$ cat config.mk
export PLATFORM = sky130hd
export DESIGN_NAME = cpu_clock_source
export DESIGN_NICKNAME = d
export VERILOG_FILES = /design/src/shared/clkgen_pkg.sv /design/src/rtl/pll_model.sv /design/src/rtl/cpu_clock_source.sv
export VERILOG_INCLUDE_DIRS = /design/src /design/src/shared
export SDC_FILE = /design/constraint.sdc
export NUM_CORES = 1
export LEC_CHECK = 0
export BUFFER_PORTS_ARGS = -buffer_cell sky130_fd_sc_hd__buf_4
export CELL_PAD_IN_SITES_DETAIL_PLACEMENT = 1
export CELL_PAD_IN_SITES_GLOBAL_PLACEMENT = 2
export CORE_MARGIN = 1.5
export CORE_UTILIZATION = 30
export DETAILED_ROUTE_END_ITERATION = 6
export PLACE_DENSITY = 0.61
export SYNTH_ARGS = -nofsm -noshare
export SYNTH_HDL_FRONTEND = slang
export SYNTH_HIERARCHICAL = 1
export SYNTH_SLANG_ARGS = --single-unit
$ cat constraint.sdc
create_clock -name ref_clk_in -period 5.46 [get_ports ref_clk_in]
set_input_delay 0.546 -clock ref_clk_in [delete_from_list [all_inputs] [get_ports ref_clk_in]]
set_output_delay 0.546 -clock ref_clk_in [all_outputs]
set_load 0.01 [all_outputs]
$ cat src/shared/clkgen_regs.svh
/*
 * Constants of the cpu clock source and oscillator monitor: strap codes,
 * multiplication factors (held as twice the factor), monitor and model timing.
 * Assumes inclusion by bare name from the package.
 */
`ifndef CLKGEN_REGS_SVH
`define CLKGEN_REGS_SVH

// strap codes of the clock mode pins
`define STRAP_PRESCALE 3'h1
`define STRAP_DIRECT 3'h3
`define STRAP_X4 3'h7
`define STRAP_X3 3'h6
`define STRAP_X2 3'h5
`define STRAP_X5 3'h4
`define STRAP_X10 3'h2
`define STRAP_X2P5 3'h0

// factor F times two, so that 2.5 stays whole
`define FX2_X4 5'h08
`define FX2_X3 5'h06
`define FX2_X2 5'h04
`define FX2_X5 5'h0a
`define FX2_X10 5'h14
`define FX2_X2P5 5'h05

// monitor overflows after this many free-running pll cycles
`define MON_OVERFLOW 5'h10
// free-running half period of the pll model, in reference cycles
`define FREE_RUN_HALF 12'h002
// starting estimate of the input period, in reference cycles
`define PERIOD_INIT 12'h010

`endif

$ cat src/shared/clkgen_pkg.sv
/*
 * Types shared by the clock source block and its pll model.
 * Assumes clkgen_regs.svh is on the include path.
 */
package clkgen_pkg;
  `include "clkgen_regs.svh"

  // clock generation mode chosen at reset
  typedef enum logic [1:0] {
    MODE_PRESCALE = 2'b00,
    MODE_DIRECT = 2'b01,
    MODE_PLL = 2'b10
  } clk_mode_t;

  // controls handed to the pll model
  typedef struct packed {
    logic enable;
    logic locked;
    logic [4:0] factor_x2;
  } pll_ctrl_t;
endpackage : clkgen_pkg

$ cat src/rtl/pll_model.sv
/*
 * Digital model of the pll: a phase accumulator toggles the output factor_x2
 * times per measured input period when locked, or at a fixed rate when free.
 * Assumes in_rise_in/in_edge_in are already synchronised edge pulses.
 */
`timescale 1ns/100ps
module pll_model #(
  parameter int PERIOD_W = 12
) (
  // clock and reset
  input wire logic ref_clk_in,
  input wire logic rst_in,
  // control and input edges
  input wire clkgen_pkg::pll_ctrl_t ctrl_in,
  input wire logic in_rise_in,
  input wire logic in_edge_in,
  // generated clock
  output logic pll_clk_out,
  output logic pll_tick_out
);
  import clkgen_pkg::*;

  logic [PERIOD_W-1:0] acc, next_acc;
  logic [PERIOD_W-1:0] meas, next_meas;
  logic [PERIOD_W-1:0] est, next_est;
  logic [PERIOD_W-1:0] last, next_last;
  logic [3:0] trans, next_trans;
  logic pclk, next_pclk;
  logic tick, next_tick;

  // accumulator, period measurement and gradual resync
  always_comb begin
    logic [PERIOD_W-1:0] step;
    logic [PERIOD_W-1:0] thresh;
    logic [PERIOD_W:0] sum;
    step = '0;
    thresh = '0;
    sum = '0;
    next_acc = acc;
    next_meas = meas;
    next_est = est;
    next_last = last;
    next_trans = trans;
    next_pclk = pclk;
    next_tick = 1'b0;
    step = ctrl_in.locked ? PERIOD_W'(ctrl_in.factor_x2) : PERIOD_W'(1);
    thresh = ctrl_in.locked ? est : `FREE_RUN_HALF;
    if (!ctrl_in.enable) begin
      next_acc = '0;
      next_pclk = 1'b0; // powered off, output parked low
    end else begin
      sum = {1'b0, acc} + {1'b0, step};
      if (sum >= {1'b0, thresh}) begin
        next_acc = PERIOD_W'(sum - {1'b0, thresh});
        next_pclk = !pclk;
        next_tick = !pclk;
      end else begin
        next_acc = sum[PERIOD_W-1:0];
      end
      // input period measured from rising edge to rising edge
      if (in_rise_in) begin
        next_last = meas;
        next_meas = PERIOD_W'(1);
      end else if (meas != '1) begin
        next_meas = meas + PERIOD_W'(1);
      end
      // every F-th input transition pull the estimate halfway, no jump
      if (ctrl_in.locked && in_edge_in) begin
        if ({trans, 1'b0} + 5'h02 >= ctrl_in.factor_x2) begin
          next_trans = '0;
          // round toward the measurement, else a plain halving stalls one short
          next_est = PERIOD_W'(({1'b0, est} + {1'b0, last} + {{PERIOD_W{1'b0}}, last > est}) >> 1);
        end else begin
          next_trans = trans + 4'h1;
        end
      end
    end
  end

  // registers only
  always_ff @(posedge ref_clk_in) begin
    if (rst_in) begin
      acc <= '0;
      meas <= '0;
      est <= `PERIOD_INIT;
      last <= `PERIOD_INIT;
      trans <= '0;
      pclk <= 1'b0;
      tick <= 1'b0;
    end else begin
      acc <= next_acc;
      meas <= next_meas;
      est <= next_est;
      last <= next_last;
      trans <= next_trans;
      pclk <= next_pclk;
      tick <= next_tick;
    end
  end

  assign pll_clk_out = pclk;
  assign pll_tick_out = tick;
endmodule : pll_model

$ cat src/rtl/cpu_clock_source.sv
/*
 * CPU clock source with oscillator monitor: strap-selected prescaler, direct
 * drive or pll, and a monitor that falls back to the free-running pll clock.
 * Assumes clock_input_pin_in is asynchronous to ref_clk_in and well below
 * half its rate; the monitor disable level comes from same-clock logic.
 */
// Function
// - strap 001: cpu clock is input halved
// - halved clock phases each one input period
// - strap 011: pll unlocked, cpu clock direct
// - direct mode follows input edge for edge
// - other straps: pll multiplies input by F
// - pll resyncs smoothly every F-th transition
// - monitor enabled at reset, disable bit stops
// - prescale/direct: pll free-runs for monitor or after fail, else off
// - counter counts pll, clears on input transition
// - overflow switches to pll, raises fail flag
// - fallback held until hardware reset only
// - monitor disabled: prescale/direct use input, pll off, unless fail already set
// - strap factor encoding, default 111 times four
`timescale 1ns/100ps
module cpu_clock_source #(
  parameter int PERIOD_W = 12
) (
  // clock and reset
  input wire logic ref_clk_in,
  input wire logic rst_in,
  // pins and configuration
  input wire logic clock_input_pin_in,
  input wire logic [2:0] clock_mode_strap_pins_in,
  input wire logic osc_monitor_disable_in,
  // generated clock and status
  output logic cpu_clk_out,
  output logic pll_enable_out,
  output clkgen_pkg::clk_mode_t clk_mode_out,
  output logic osc_fail_out,
  output logic osc_fail_interrupt_out
);
  import clkgen_pkg::*;

  // strap decode, used for mode and for factor
  function automatic clk_mode_t mode_of(input logic [2:0] strap);
    if (strap == `STRAP_PRESCALE) begin
      mode_of = MODE_PRESCALE;
    end else if (strap == `STRAP_DIRECT) begin
      mode_of = MODE_DIRECT;
    end else begin
      mode_of = MODE_PLL;
    end
  endfunction : mode_of

  function automatic logic [4:0] factor_of(input logic [2:0] strap);
    unique case (strap)
      `STRAP_X4: factor_of = `FX2_X4;
      `STRAP_X3: factor_of = `FX2_X3;
      `STRAP_X2: factor_of = `FX2_X2;
      `STRAP_X5: factor_of = `FX2_X5;
      `STRAP_X10: factor_of = `FX2_X10;
      `STRAP_X2P5: factor_of = `FX2_X2P5;
      default: factor_of = `FX2_X4; // non-pll codes carry no factor
    endcase
  endfunction : factor_of

  logic sync1, sync2, in_prev;
  logic in_rise, in_edge;
  logic [2:0] strap, next_strap;
  logic [2:0] strap_meta, strap_sync;
  clk_mode_t mode;
  logic [4:0] factor_x2;
  logic [4:0] mon_cnt, next_mon_cnt;
  logic fail, next_fail;
  logic irq, next_irq;
  logic div, next_div;
  logic cpu, next_cpu;
  logic mon_on;
  pll_ctrl_t pll_ctrl;
  logic pll_clk, pll_tick;

  // two-stage synchroniser, then a third stage for edges
  always_ff @(posedge ref_clk_in) begin
    if (rst_in) begin
      sync1 <= 1'b0;
      sync2 <= 1'b0;
      in_prev <= 1'b0;
    end else begin
      sync1 <= clock_input_pin_in;
      sync2 <= sync1;
      in_prev <= sync2;
    end
  end
  assign in_rise = sync2 && !in_prev;
  assign in_edge = sync2 != in_prev;

  // strap caught while reset is held, frozen after release; the pins pass two
  // flops first, so they must stand steady for three edges before release
  always_comb begin
    next_strap = rst_in ? strap_sync : strap;
  end
  always_ff @(posedge ref_clk_in) begin
    strap_meta <= clock_mode_strap_pins_in;
    strap_sync <= strap_meta;
    strap <= next_strap;
  end
  assign mode = mode_of(strap);
  assign factor_x2 = factor_of(strap);

  // monitor only guards the prescale and direct modes
  assign mon_on = !osc_monitor_disable_in && mode != MODE_PLL;
  assign pll_ctrl.enable = mode == MODE_PLL || mon_on || fail;
  assign pll_ctrl.locked = mode == MODE_PLL;
  assign pll_ctrl.factor_x2 = factor_x2;

  pll_model #(
    .PERIOD_W(PERIOD_W)
  ) u_pll (
    .ref_clk_in(ref_clk_in),
    .rst_in(rst_in),
    .ctrl_in(pll_ctrl),
    .in_rise_in(in_rise),
    .in_edge_in(in_edge),
    .pll_clk_out(pll_clk),
    .pll_tick_out(pll_tick)
  );

  // monitor counter and sticky failure
  always_comb begin
    next_mon_cnt = mon_cnt;
    next_fail = fail;
    next_irq = 1'b0;
    if (!mon_on || in_edge) begin
      next_mon_cnt = '0;
    end else if (pll_tick && mon_cnt != `MON_OVERFLOW) begin
      next_mon_cnt = mon_cnt + 5'h01;
    end
    // fail only ever sets; reset is the sole way back
    if (mon_on && !fail && mon_cnt == `MON_OVERFLOW) begin
      next_fail = 1'b1;
      next_irq = 1'b1;
    end
  end
  always_ff @(posedge ref_clk_in) begin
    if (rst_in) begin
      mon_cnt <= '0;
      fail <= 1'b0;
      irq <= 1'b0;
    end else begin
      mon_cnt <= next_mon_cnt;
      fail <= next_fail;
      irq <= next_irq;
    end
  end

  // cpu clock selection
  always_comb begin
    next_div = in_rise ? !div : div;
    if (fail) begin
      next_cpu = pll_clk;
    end else begin
      unique case (mode)
        MODE_PRESCALE: next_cpu = div;
        MODE_DIRECT: next_cpu = sync2;
        MODE_PLL: next_cpu = pll_clk;
        default: next_cpu = sync2; // unused code, fall back to input
      endcase
    end
  end
  always_ff @(posedge ref_clk_in) begin
    if (rst_in) begin
      div <= 1'b0;
      cpu <= 1'b0;
    end else begin
      div <= next_div;
      cpu <= next_cpu;
    end
  end

  assign cpu_clk_out = cpu;
  assign pll_enable_out = pll_ctrl.enable;
  assign clk_mode_out = mode;
  assign osc_fail_out = fail;
  assign osc_fail_interrupt_out = irq;
endmodule : cpu_clock_source

=== Yosys cells after proc, flatten, opt, wreduce, memory -nomap -nowiden ===
Cells that the tools add are included.

* Register bits: 75
* Bits of input ports: 7
* Logic and storage cells: 80

* Multiplexer cells: 12
* Bitwise operators: 2
* Add/subtract/negate cells: 8
* Order comparisons: 3
* Equality and inequality tests: 12
* Reduce and logical (&&, ||, !) cells: 25

{| class="wikitable"
|+ Operator list
! operator !! number
|-
| two-way mux 12 bit || 4
|-
| case mux 5 bit (5 select lines) || 1
|-
| adder 12 x 12 -> 13 bit || 1
|-
| adder 12 x 5 -> 13 bit || 1
|-
| adder 13 x 1 -> 13 bit || 1
|-
| greater-or-equal comparator 13 x 12 -> 1 bit || 1
|-
| adder 12 x 1 -> 12 bit, second input constant || 1
|-
| greater-than comparator 12 bit || 1
|-
| != test 12 bit, second input constant || 1
|-
| subtractor 12 bit || 1
|-
| == test 3 bit, second input constant || 3
|-
| == test 3 x 2 -> 1 bit, second input constant || 2
|-
| logical AND 1 bit || 6
|-
| zero test 1 bit || 6
|-
| AND reduction 2 bit || 3
|-
| adder 5 x 1 -> 5 bit, second input constant || 1
|-
| adder 5 x 2 -> 5 bit, second input constant || 1
|-
| == test 5 bit, second input constant || 1
|-
| greater-or-equal comparator 5 bit || 1
|-
| two-way mux 5 bit || 1
|-
| != test 5 bit, second input constant || 1
|-
| adder 4 x 1 -> 4 bit, second input constant || 1
|-
| two-way mux 2 bit || 2
|-
| two-way mux 4 bit || 1
|-
| 14 further kinds || 19
|}

=== Depth between registers and ports, before layout ===
Gate-level depths: netlist of the first run.

* Depth in word-level cells: 9
* Mapped depth: 21
* Depth with buffers taken out: 20

=== By module ===
Netlist of the first run, hierarchy kept.

{| class="wikitable"
|+ Modules (own cells, without submodules)
! module !! cells an instance !! times used !! sequential area each (µm²) !! area an instance (µm²)
|-
| pll_model || 502 || 1 || 1081.0 || 4023.9
|-
| cpu_clock_source || 71 || 1 || 450.4 || 775.7
|}

=== Least setup slack after synthesis of the first run ===
No wires, ideal clock.

* Path kind: register to register
* Start: reg strap[2]
* End: reg u_pll.acc[2]
* Arrival: 3.753 ns
* Data required time: 5.335 ns
* Buffers on the path: 2
* Slack: 1.582 ns
* Stages on the path, launching flop included: 21
* Cells stage by stage: edfxtp_1 -> and2b_1 -> inv_1 -> buf_2 -> nand2_1 -> inv_1 -> ha_1 -> a21o_1 -> a21oi_1 -> o21bai_1 -> a21oi_1 -> and3b_1 -> xor2_1 -> ha_1 -> nand3_1 -> nor3_1 -> nor2_1 -> a32oi_2 -> buf_6 -> mux2i_1 -> nor2_1

* Longest elaborated chain between the ends: 9

{| class="wikitable"
|+ Ends and longest elaborated chain
! what !! RTL line !! RTL
|-
| start, declared || cpu_clock_source.sv:66 || <nowiki>logic [2:0] strap, next_strap;</nowiki>
|-
| start signal, assigned || cpu_clock_source.sv:102 || <nowiki>strap <= next_strap;</nowiki>
|-
| == test 3 x 2 -> 1 bit (no source line) || - ||
|-
| two-way mux 2 bit || cpu_clock_source.sv:45 || <nowiki>end else if (strap == `STRAP_DIRECT) begin</nowiki>
|-
| two-way mux 2 bit * || cpu_clock_source.sv:43 || <nowiki>if (strap == `STRAP_PRESCALE) begin</nowiki>
|-
| named net clk_mode_out[1] || cpu_clock_source.sv:35 || <nowiki>output clkgen_pkg::clk_mode_t clk_mode_out,</nowiki>
|-
| branches (longest 6 deep; another with adder 12 x 5 -> 13 bit) || - ||
|-
| end signal, assigned || pll_model.sv:91 || <nowiki>acc <= next_acc;</nowiki>
|-
| end, declared || pll_model.sv:23 || <nowiki>logic [PERIOD_W-1:0] acc, next_acc;</nowiki>
|}

Mark *: on every way through the listed nets, which the timed path passes.
A chain may end at the register's enable or synchronous reset.

=== Final worst setup path of the first run ===
* Start: reg strap[0]
* End: reg u_pll.pclk, in the netlist u_pll/pll_clk_out

* Longest elaborated chain between the ends: 9

{| class="wikitable"
|+ Ends and longest elaborated chain
! what !! RTL line !! RTL
|-
| branches (longest 9 deep; another with adder 12 x 5 -> 13 bit) || - ||
|-
| end signal, assigned || pll_model.sv:96 || <nowiki>pclk <= next_pclk;</nowiki>
|-
| end, declared || pll_model.sv:28 || <nowiki>logic pclk, next_pclk;</nowiki>
|}

Parallel ways; which one is timed is not known.

==> flow_summary.toml, run 1 <==
[status]
status = "complete, no violations"

[synthesis]
synth.avg_cell_area_um2 = 8.38
synthArstFlopShare_pct = 0
synth_xor_area_share_pct = 6.75
yosysWarnings = 6
synthAdderAreaFrac_pct = 14.3
synthFlopType = "dfxtp_1"
synth_area_um2 = 4800
synth_cells = 573
synthSimpleGateAreaFrac_pct = 24.2
synth-compound-area-share_pct = 16.8
synth_edf_count = 3
synth_top_family_by_area = "simple AND/OR/NAND/NOR gates"
synth_seq_area_share_pct = 31.9
synthMuxAreaShare_pct = 1.25
syn_nets = 633
ys_types = 65
ys_seq_elements = 75

[min_path]
hold_path_class = "primary input to flop"

[clocking]
cts_tree = "built"
ctsHtreeMaxLevel = 3
clock_path_buffers = 2
ctsHoldBuffers = 0
post_cts_buffers = 0
clk_pin_slew_ps = 60
cts_buffers = 9
clk_latency_ps = 340
cts.sinks = 75
cts-resized-gates = 0
cts-root-buf = "clkbuf_16"

[timing]
drv_slew = 0
relSlewSlack_pct = 63.5
period_minus_slack_ps = 4640
fmaxAchievable_mhz = 216
fin_skew_ps = 7.02
setup_violations = 0
hold_violations = 0
rsz0062_at_grt = "false"
fin_crit_sh_pct = 84.9
finalSetupTns_ps = 0
worst_slew_pin_slew_ps = 547

[setup_path]
crit_path_max_fanout = 23
reg2reg_depth = 19
crit_required_ps = 5730
ff2ff_setup_slack_ps = 820
r2r_start = "strap[0]"
endpoint_kind = "flop"
crit_path_start_kind = "flop"
critPathCapture = "u_pll/pll_clk_out"
cp.arrival_ps = 4910
setup.worst_path.start = "strap[0]"
r2r-end = "u_pll/pll_clk_out"
crit_type = "flop to flop"

[placed_design]
io_buffer_count = 12
gp_congestion = 0.801
hpwl_mm = 9.02

[routing]
routed_wl_mm = 11.6
viasPerCell = 4.72
ant_nets = 0
drtIter0Drc = 111
drc_errors = 0
drtPass1Iterations = 4
vias = 3804
detail_route.wl_per_cell_um = 14.3

[grt]
grt_max_degree = 42
antenna_found_initial = 0
grt_pass1_vias = 3954
grt_usage_pct = 15.2
grt_overflow = 0
grt_pass1_wl_mm = 19.9

[power]
comb_power_share_pct = 33.7
ir_worst_vdd_mv = 0.163
switching_power_uw = 663
finalPower_mw = 1.98
leakage_nw = 2.25
p_int_mw = 1.32
clkPwrFrac_pct = 34.4
pwr-share-seq_pct = 31.9
switching_share_pct = 33.5
pwr_density_cell_nw_per_um2 = 362

[cells_and_area]
final_core_util_pct = 34.6
drive_above_1_share_pct = 9.66
diodes = 0
areaGrowthSynthToFinish_pct = 13.8
final_nets = 645

[floorplanning]
start_util_pct = 30.4
die_y_um = 129
dieArea_um2 = 16800
fp-row-count = 46
fp.coreArea_um2 = 15800
dieWidth_um = 129
pin_count = 13

[job]
maxCapViolations = 0
## synth_stat cells (8+ instances only)
library cell / n / area (µm²)
dfxtp_1: 72 / 1440
or3_1: 10 / 62.6
nand4_1: 8 / 50.1
xor2_1: 12 / 105
nor2b_1: 14 / 87.6
nor2_1: 59 / 221
a21oi_1: 41 / 205
ha_1: 50 / 626
nand3_1: 14 / 70.1
o21ai_1: 10 / 50.1
nand2b_1: 13 / 81.3
inv_1: 44 / 165
nor3_1: 8 / 40.0
xnor2_1: 25 / 219
nand2_1: 66 / 248
clkbuf_1: 8 / 30.0
o21ai_0: 16 / 80.1
## power groups by stage
stage	sequential, mW	combinational (mW)	clock, mW
2_1_floorplan	0.633	0.533	0
3_3_place_gp	0.643	0.660	0
3_5_place_dp	0.643	0.669	0
4_1_cts	0.631	0.676	0.707
5_1_grt	0.636	0.760	0.729
6_report	0.630	0.667	0.681
## flip-flops by register name, summed over array words and instances, names as in the netlist, 3 cells and up
name	count
u_pll/meas	12
strap_meta	3
u_pll/acc	12
mon_cnt	5
u_pll/est	12
strap	3
u_pll/trans	4
u_pll/last	12
strap_sync	3
## worst min-delay path by stage
stage | depth (start not counted) | to | slack, ps | startpoint
floorplan | 0 | strap_sync[0] | 310 | strap_meta[0]
global placement | 0 | strap_sync[1] | 310 | strap_meta[1]
detailed placement | 0 | strap_sync[1] | 320 | strap_meta[1]
CTS | 1 | strap_meta[2] | 290 | clock_mode_strap_pins_in[2]
global route | 1 | strap_meta[2] | 290 | clock_mode_strap_pins_in[2]
finish | 1 | strap_meta[2] | 310 | clock_mode_strap_pins_in[2]
## critical path: stages (launching register included)
cell      delay (ps)
edfxtp_1         480
and2b_1          240
inv_1            420
nand2_1          190
inv_1             90
ha_1             220
a21o_1           180
a21oi_1          230
o21bai_1          90
a21oi_1          350
and3b_1          240
xor2_1           170
ha_1             350
nand3_1           80
nor3_1           290
nor2_1            90
a32oi_2          210
buf_4            290
nor3b_2          220
o21bai_1         120
## cell usage in the layout (no fill, tap or decap), drive strengths merged, types with 4 or more instances in the layout
| cell type | netlist | layout |
|---|---|---|
| a211oi | 11 | 11 |
| a21o | 5 | 5 |
| a21oi | 43 | 43 |
| a31oi | 7 | 7 |
| and2 | 6 | 6 |
| and3 | 5 | 5 |
| buf | 6 | 15 |
| clkbuf | 8 | 13 |
| dfxtp | 72 | 72 |
| ha | 50 | 50 |
| inv | 45 | 45 |
| mux2i | 6 | 6 |
| nand2 | 66 | 66 |
| nand2b | 13 | 13 |
| nand3 | 15 | 15 |
| nand4 | 9 | 9 |
| nor2 | 61 | 61 |
| nor2b | 14 | 14 |
| nor3 | 8 | 8 |
| nor3b | 5 | 5 |
| o21a | 5 | 5 |
| o21ai | 26 | 26 |
| o31ai | 4 | 4 |
| or2 | 4 | 4 |
| or3 | 11 | 11 |
| xnor2 | 25 | 25 |
| xor2 | 12 | 12 |
## metal layers
layer / up-vias / global-route usage, % / part of all wire, %
li1: 1988 / - / -
met1: 1797 / 19.0 / 49
met2: 11 / 26.0 / 48
met3: 8 / 3.34 / 1.7
met4: 0 / 5.10 / 1.4
met5: - / 0 / 0
## per-stage QoR
step                instances  setup slack [ps]  area (µm²)  hold slack (ps)
floorplan                 573              1580        4800              310
global placement          790               917        5120              312
detailed placement        790               769        5120              317
CTS                       806               734        5460              290
global route              806               285        5460              289
finish                    806               825        5460              307
## layout make-up
| class | count | area, µm² |
|---|---|---|
| multi-input cells | 439 | 3040 |
| well taps | 216 | 270 |
| flip-flops and latches | 75 | 1530 |
| inverters | 45 | 169 |
| clock inverters | 3 | 68.8 |
| repair buffers | 15 | 113 |
| fillers | 1888 | 10300 |
| clock buffers | 13 | 270 |
## kinds of logic (layout without fill, tap and decap cells)
family | Yosys count | in the layout
fa+ha+maj | 53 | 53
flops | 75 | 75
buf+inv | 59 | 76
compound gates | 116 | 116
xor+xnor | 37 | 37
simple gates | 227 | 227
mux | 6 | 6
Power figures use the tool's default switching activity.
==> inputs of run 2 (changes only) <==
PLACE_DENSITY = 0.64   (was 0.61)
clock period = 4.1 ns   (was 5.46 ns; I/O delays follow)
==> flow_summary.toml, run 2 (synthesis results as in run 1) <==
[status]
status = "complete, no violations"

[grt]
grt_usage_pct = 14.9
grt_max_degree = 42
grt_pass1_vias = 4026
grt_pass1_wl_mm = 19.7
antenna_found_initial = 0
grt_overflow = 0

[cells_and_area]
diodes = 0
drive_above_1_share_pct = 16.5
final_cell_count_no_fill = 821
final_area_um2 = 5730
final_cell_mix = "dfxtp_1, nand2_1, nor2_1, ha_1, inv_1"
final_common_cell = "dfxtp_1"
fill_cells = 1909
final_nets = 660
areaGrowthSynthToFinish_pct = 19.5

[routing]
vias = 3922
ant_nets = 0
drtPass1Iterations = 4
routed_wl_mm = 11.7
viasPerCell = 4.78
drtIter0Drc = 113
detail_route.wl_per_cell_um = 14.3
drc_errors = 0

[clocking]
clock_path_buffers = 2
cts_buffers = 9
cts-root-buf = "clkbuf_16"
cts.sinks = 75
cts_tree = "built"
ctsHtreeMaxLevel = 3
clk_latency_ps = 340
clk_pin_slew_ps = 60
ctsHoldBuffers = 0

[setup_path]
crit_type = "flop to flop"
reg2reg_depth = 20
r2r_start = "strap[2]"
crit_required_ps = 4330
setup.worst_path.start = "strap[2]"
r2r-end = "u_pll/acc[10]"
ff2ff_setup_slack_ps = 200
crit_path_max_fanout = 12
worst-path-buf-inv = 3
crit_path_start_kind = "flop"
slowest_stage = "edfxtp_1"
max_stage_delay_ps = 420
cp_top_family = "simple AND/OR/NAND/NOR gates"
endpoint_kind = "flop"
path_cells = "buf_4 -> nor3_4 -> nand2b_4 -> ha_2 -> inv_1 -> fa_2 -> nor2b_1 -> o21a_1 -> o21ai_1 -> nand2b_1 -> nand2_2 -> xnor2_4 -> ha_4 -> nand4_1 -> nor3_2 -> nor2_1 -> a32oi_4 -> buf_12 -> nor3b_1 -> a41o_1"
cp.arrival_ps = 4130

[placed_design]
hpwl_mm = 9.08
placed_area_um2 = 5190
dp.cells = 798
io_buffer_count = 12
gp_congestion = 0.792

[timing]
fin_crit_sh_pct = 95.1
hold_violations = 0
period_minus_slack_ps = 3900
fmaxAchievable_mhz = 256
finalSetupTns_ps = 0
relSlewSlack_pct = 36.9
drv_slew = 0
fin_skew_ps = 5.04
worst_slew_pin_slew_ps = 945
setup_violations = 0

[floorplanning]
pin_count = 13
start_util_pct = 30.4
dieArea_um2 = 16800
die_y_um = 129
fp-row-count = 46
fp.coreArea_um2 = 15800
dieWidth_um = 129

[power]
finalPower_mw = 2.73
leakage_nw = 2.37
pwr_density_cell_nw_per_um2 = 476
ir_worst_vdd_mv = 0.230

[min_path]
holdPathEnd = "strap_meta[2]"
whs_path_depth = 1
min_from = "clock_mode_strap_pins_in[2]"
hold_path_class = "primary input to flop"

[job]
maxCapViolations = 0
[run 2: cell count changes in the layout (fill, tap and decap cells not counted), sizes merged]
cell and change:
bufinv -2, clkinvlp +1, clkbuf -3, buf +14, clkinv +5
[run 2: timing repair]
item / 4_1_cts / 5_1_grt
gates resized for setup: 3 / 29
setup endpoints to repair: 13 / 14
buffers inserted: 1 / 5
cloned: 0 / 1
pin swaps: 1 / 7
[run 2: report_power, final]
part	switching, mW	total, mW	internal, mW
logic	0.599	1.17	0.567
registers	0.0508	0.846	0.795
clock network	0.313	0.720	0.407
total	0.963	2.73	1.77
[run 2: cell type report]
cell class	instances	area, µm²	area share, %
Multi-Input combinational cell	439	3240	56.5
Sequential cell	75	1530	26.7
Tap cell	216	270	4.71
Timing Repair Buffer	30	255	4.45
Clock buffer	9	225	3.93
Inverter	45	169	2.95
Clock inverter	7	45.0	0.786
[run 2: routing by layer]
layer	global-route usage [%]	wire length (µm)
met1	18.7	5650
met5	0	0
met2	25.5	5690
met3	3.10	217
met4	5.23	185
[run 2: worst reg2reg max path, stage by stage (launching register included)]
cell and delay [ps]:
edfxtp_1 420, buf_4 190, nor3_4 180, nand2b_4 140
ha_2 180, inv_1 60, fa_2 350, nor2b_1 120
o21a_1 140, o21ai_1 80, nand2b_1 140, nand2_2 110
xnor2_4 180, ha_4 300, nand4_1 160, nor3_2 230
nor2_1 100, a32oi_4 280, buf_12 170, nor3b_1 50
a41o_1 210
[run 2: worst max-delay path by stage]
| stage | to | slack [ps] | depth (start not counted) |
|---|---|---|---|
| after floorplan | u_pll/acc[2] | 220 | 20 |
| after global placement | u_pll/pll_clk_out | 60 | 20 |
| after detailed placement | u_pll/pll_clk_out | -120 | 20 |
| after CTS | u_pll/acc[10] | 10 | 20 |
| after global routing | u_pll/acc[10] | -40 | 20 |
| final | u_pll/acc[10] | 200 | 20 |
[run 2: stage by stage]
step                hold slack, ps  setup WS [ps]  utilization, %
finish                         171            200            36.4
global route                   148          -43.5            36.4
CTS                            152           13.0            34.8
detailed placement             313           -122            32.9
global placement               311           62.0            32.9
floorplan                      310            222               -
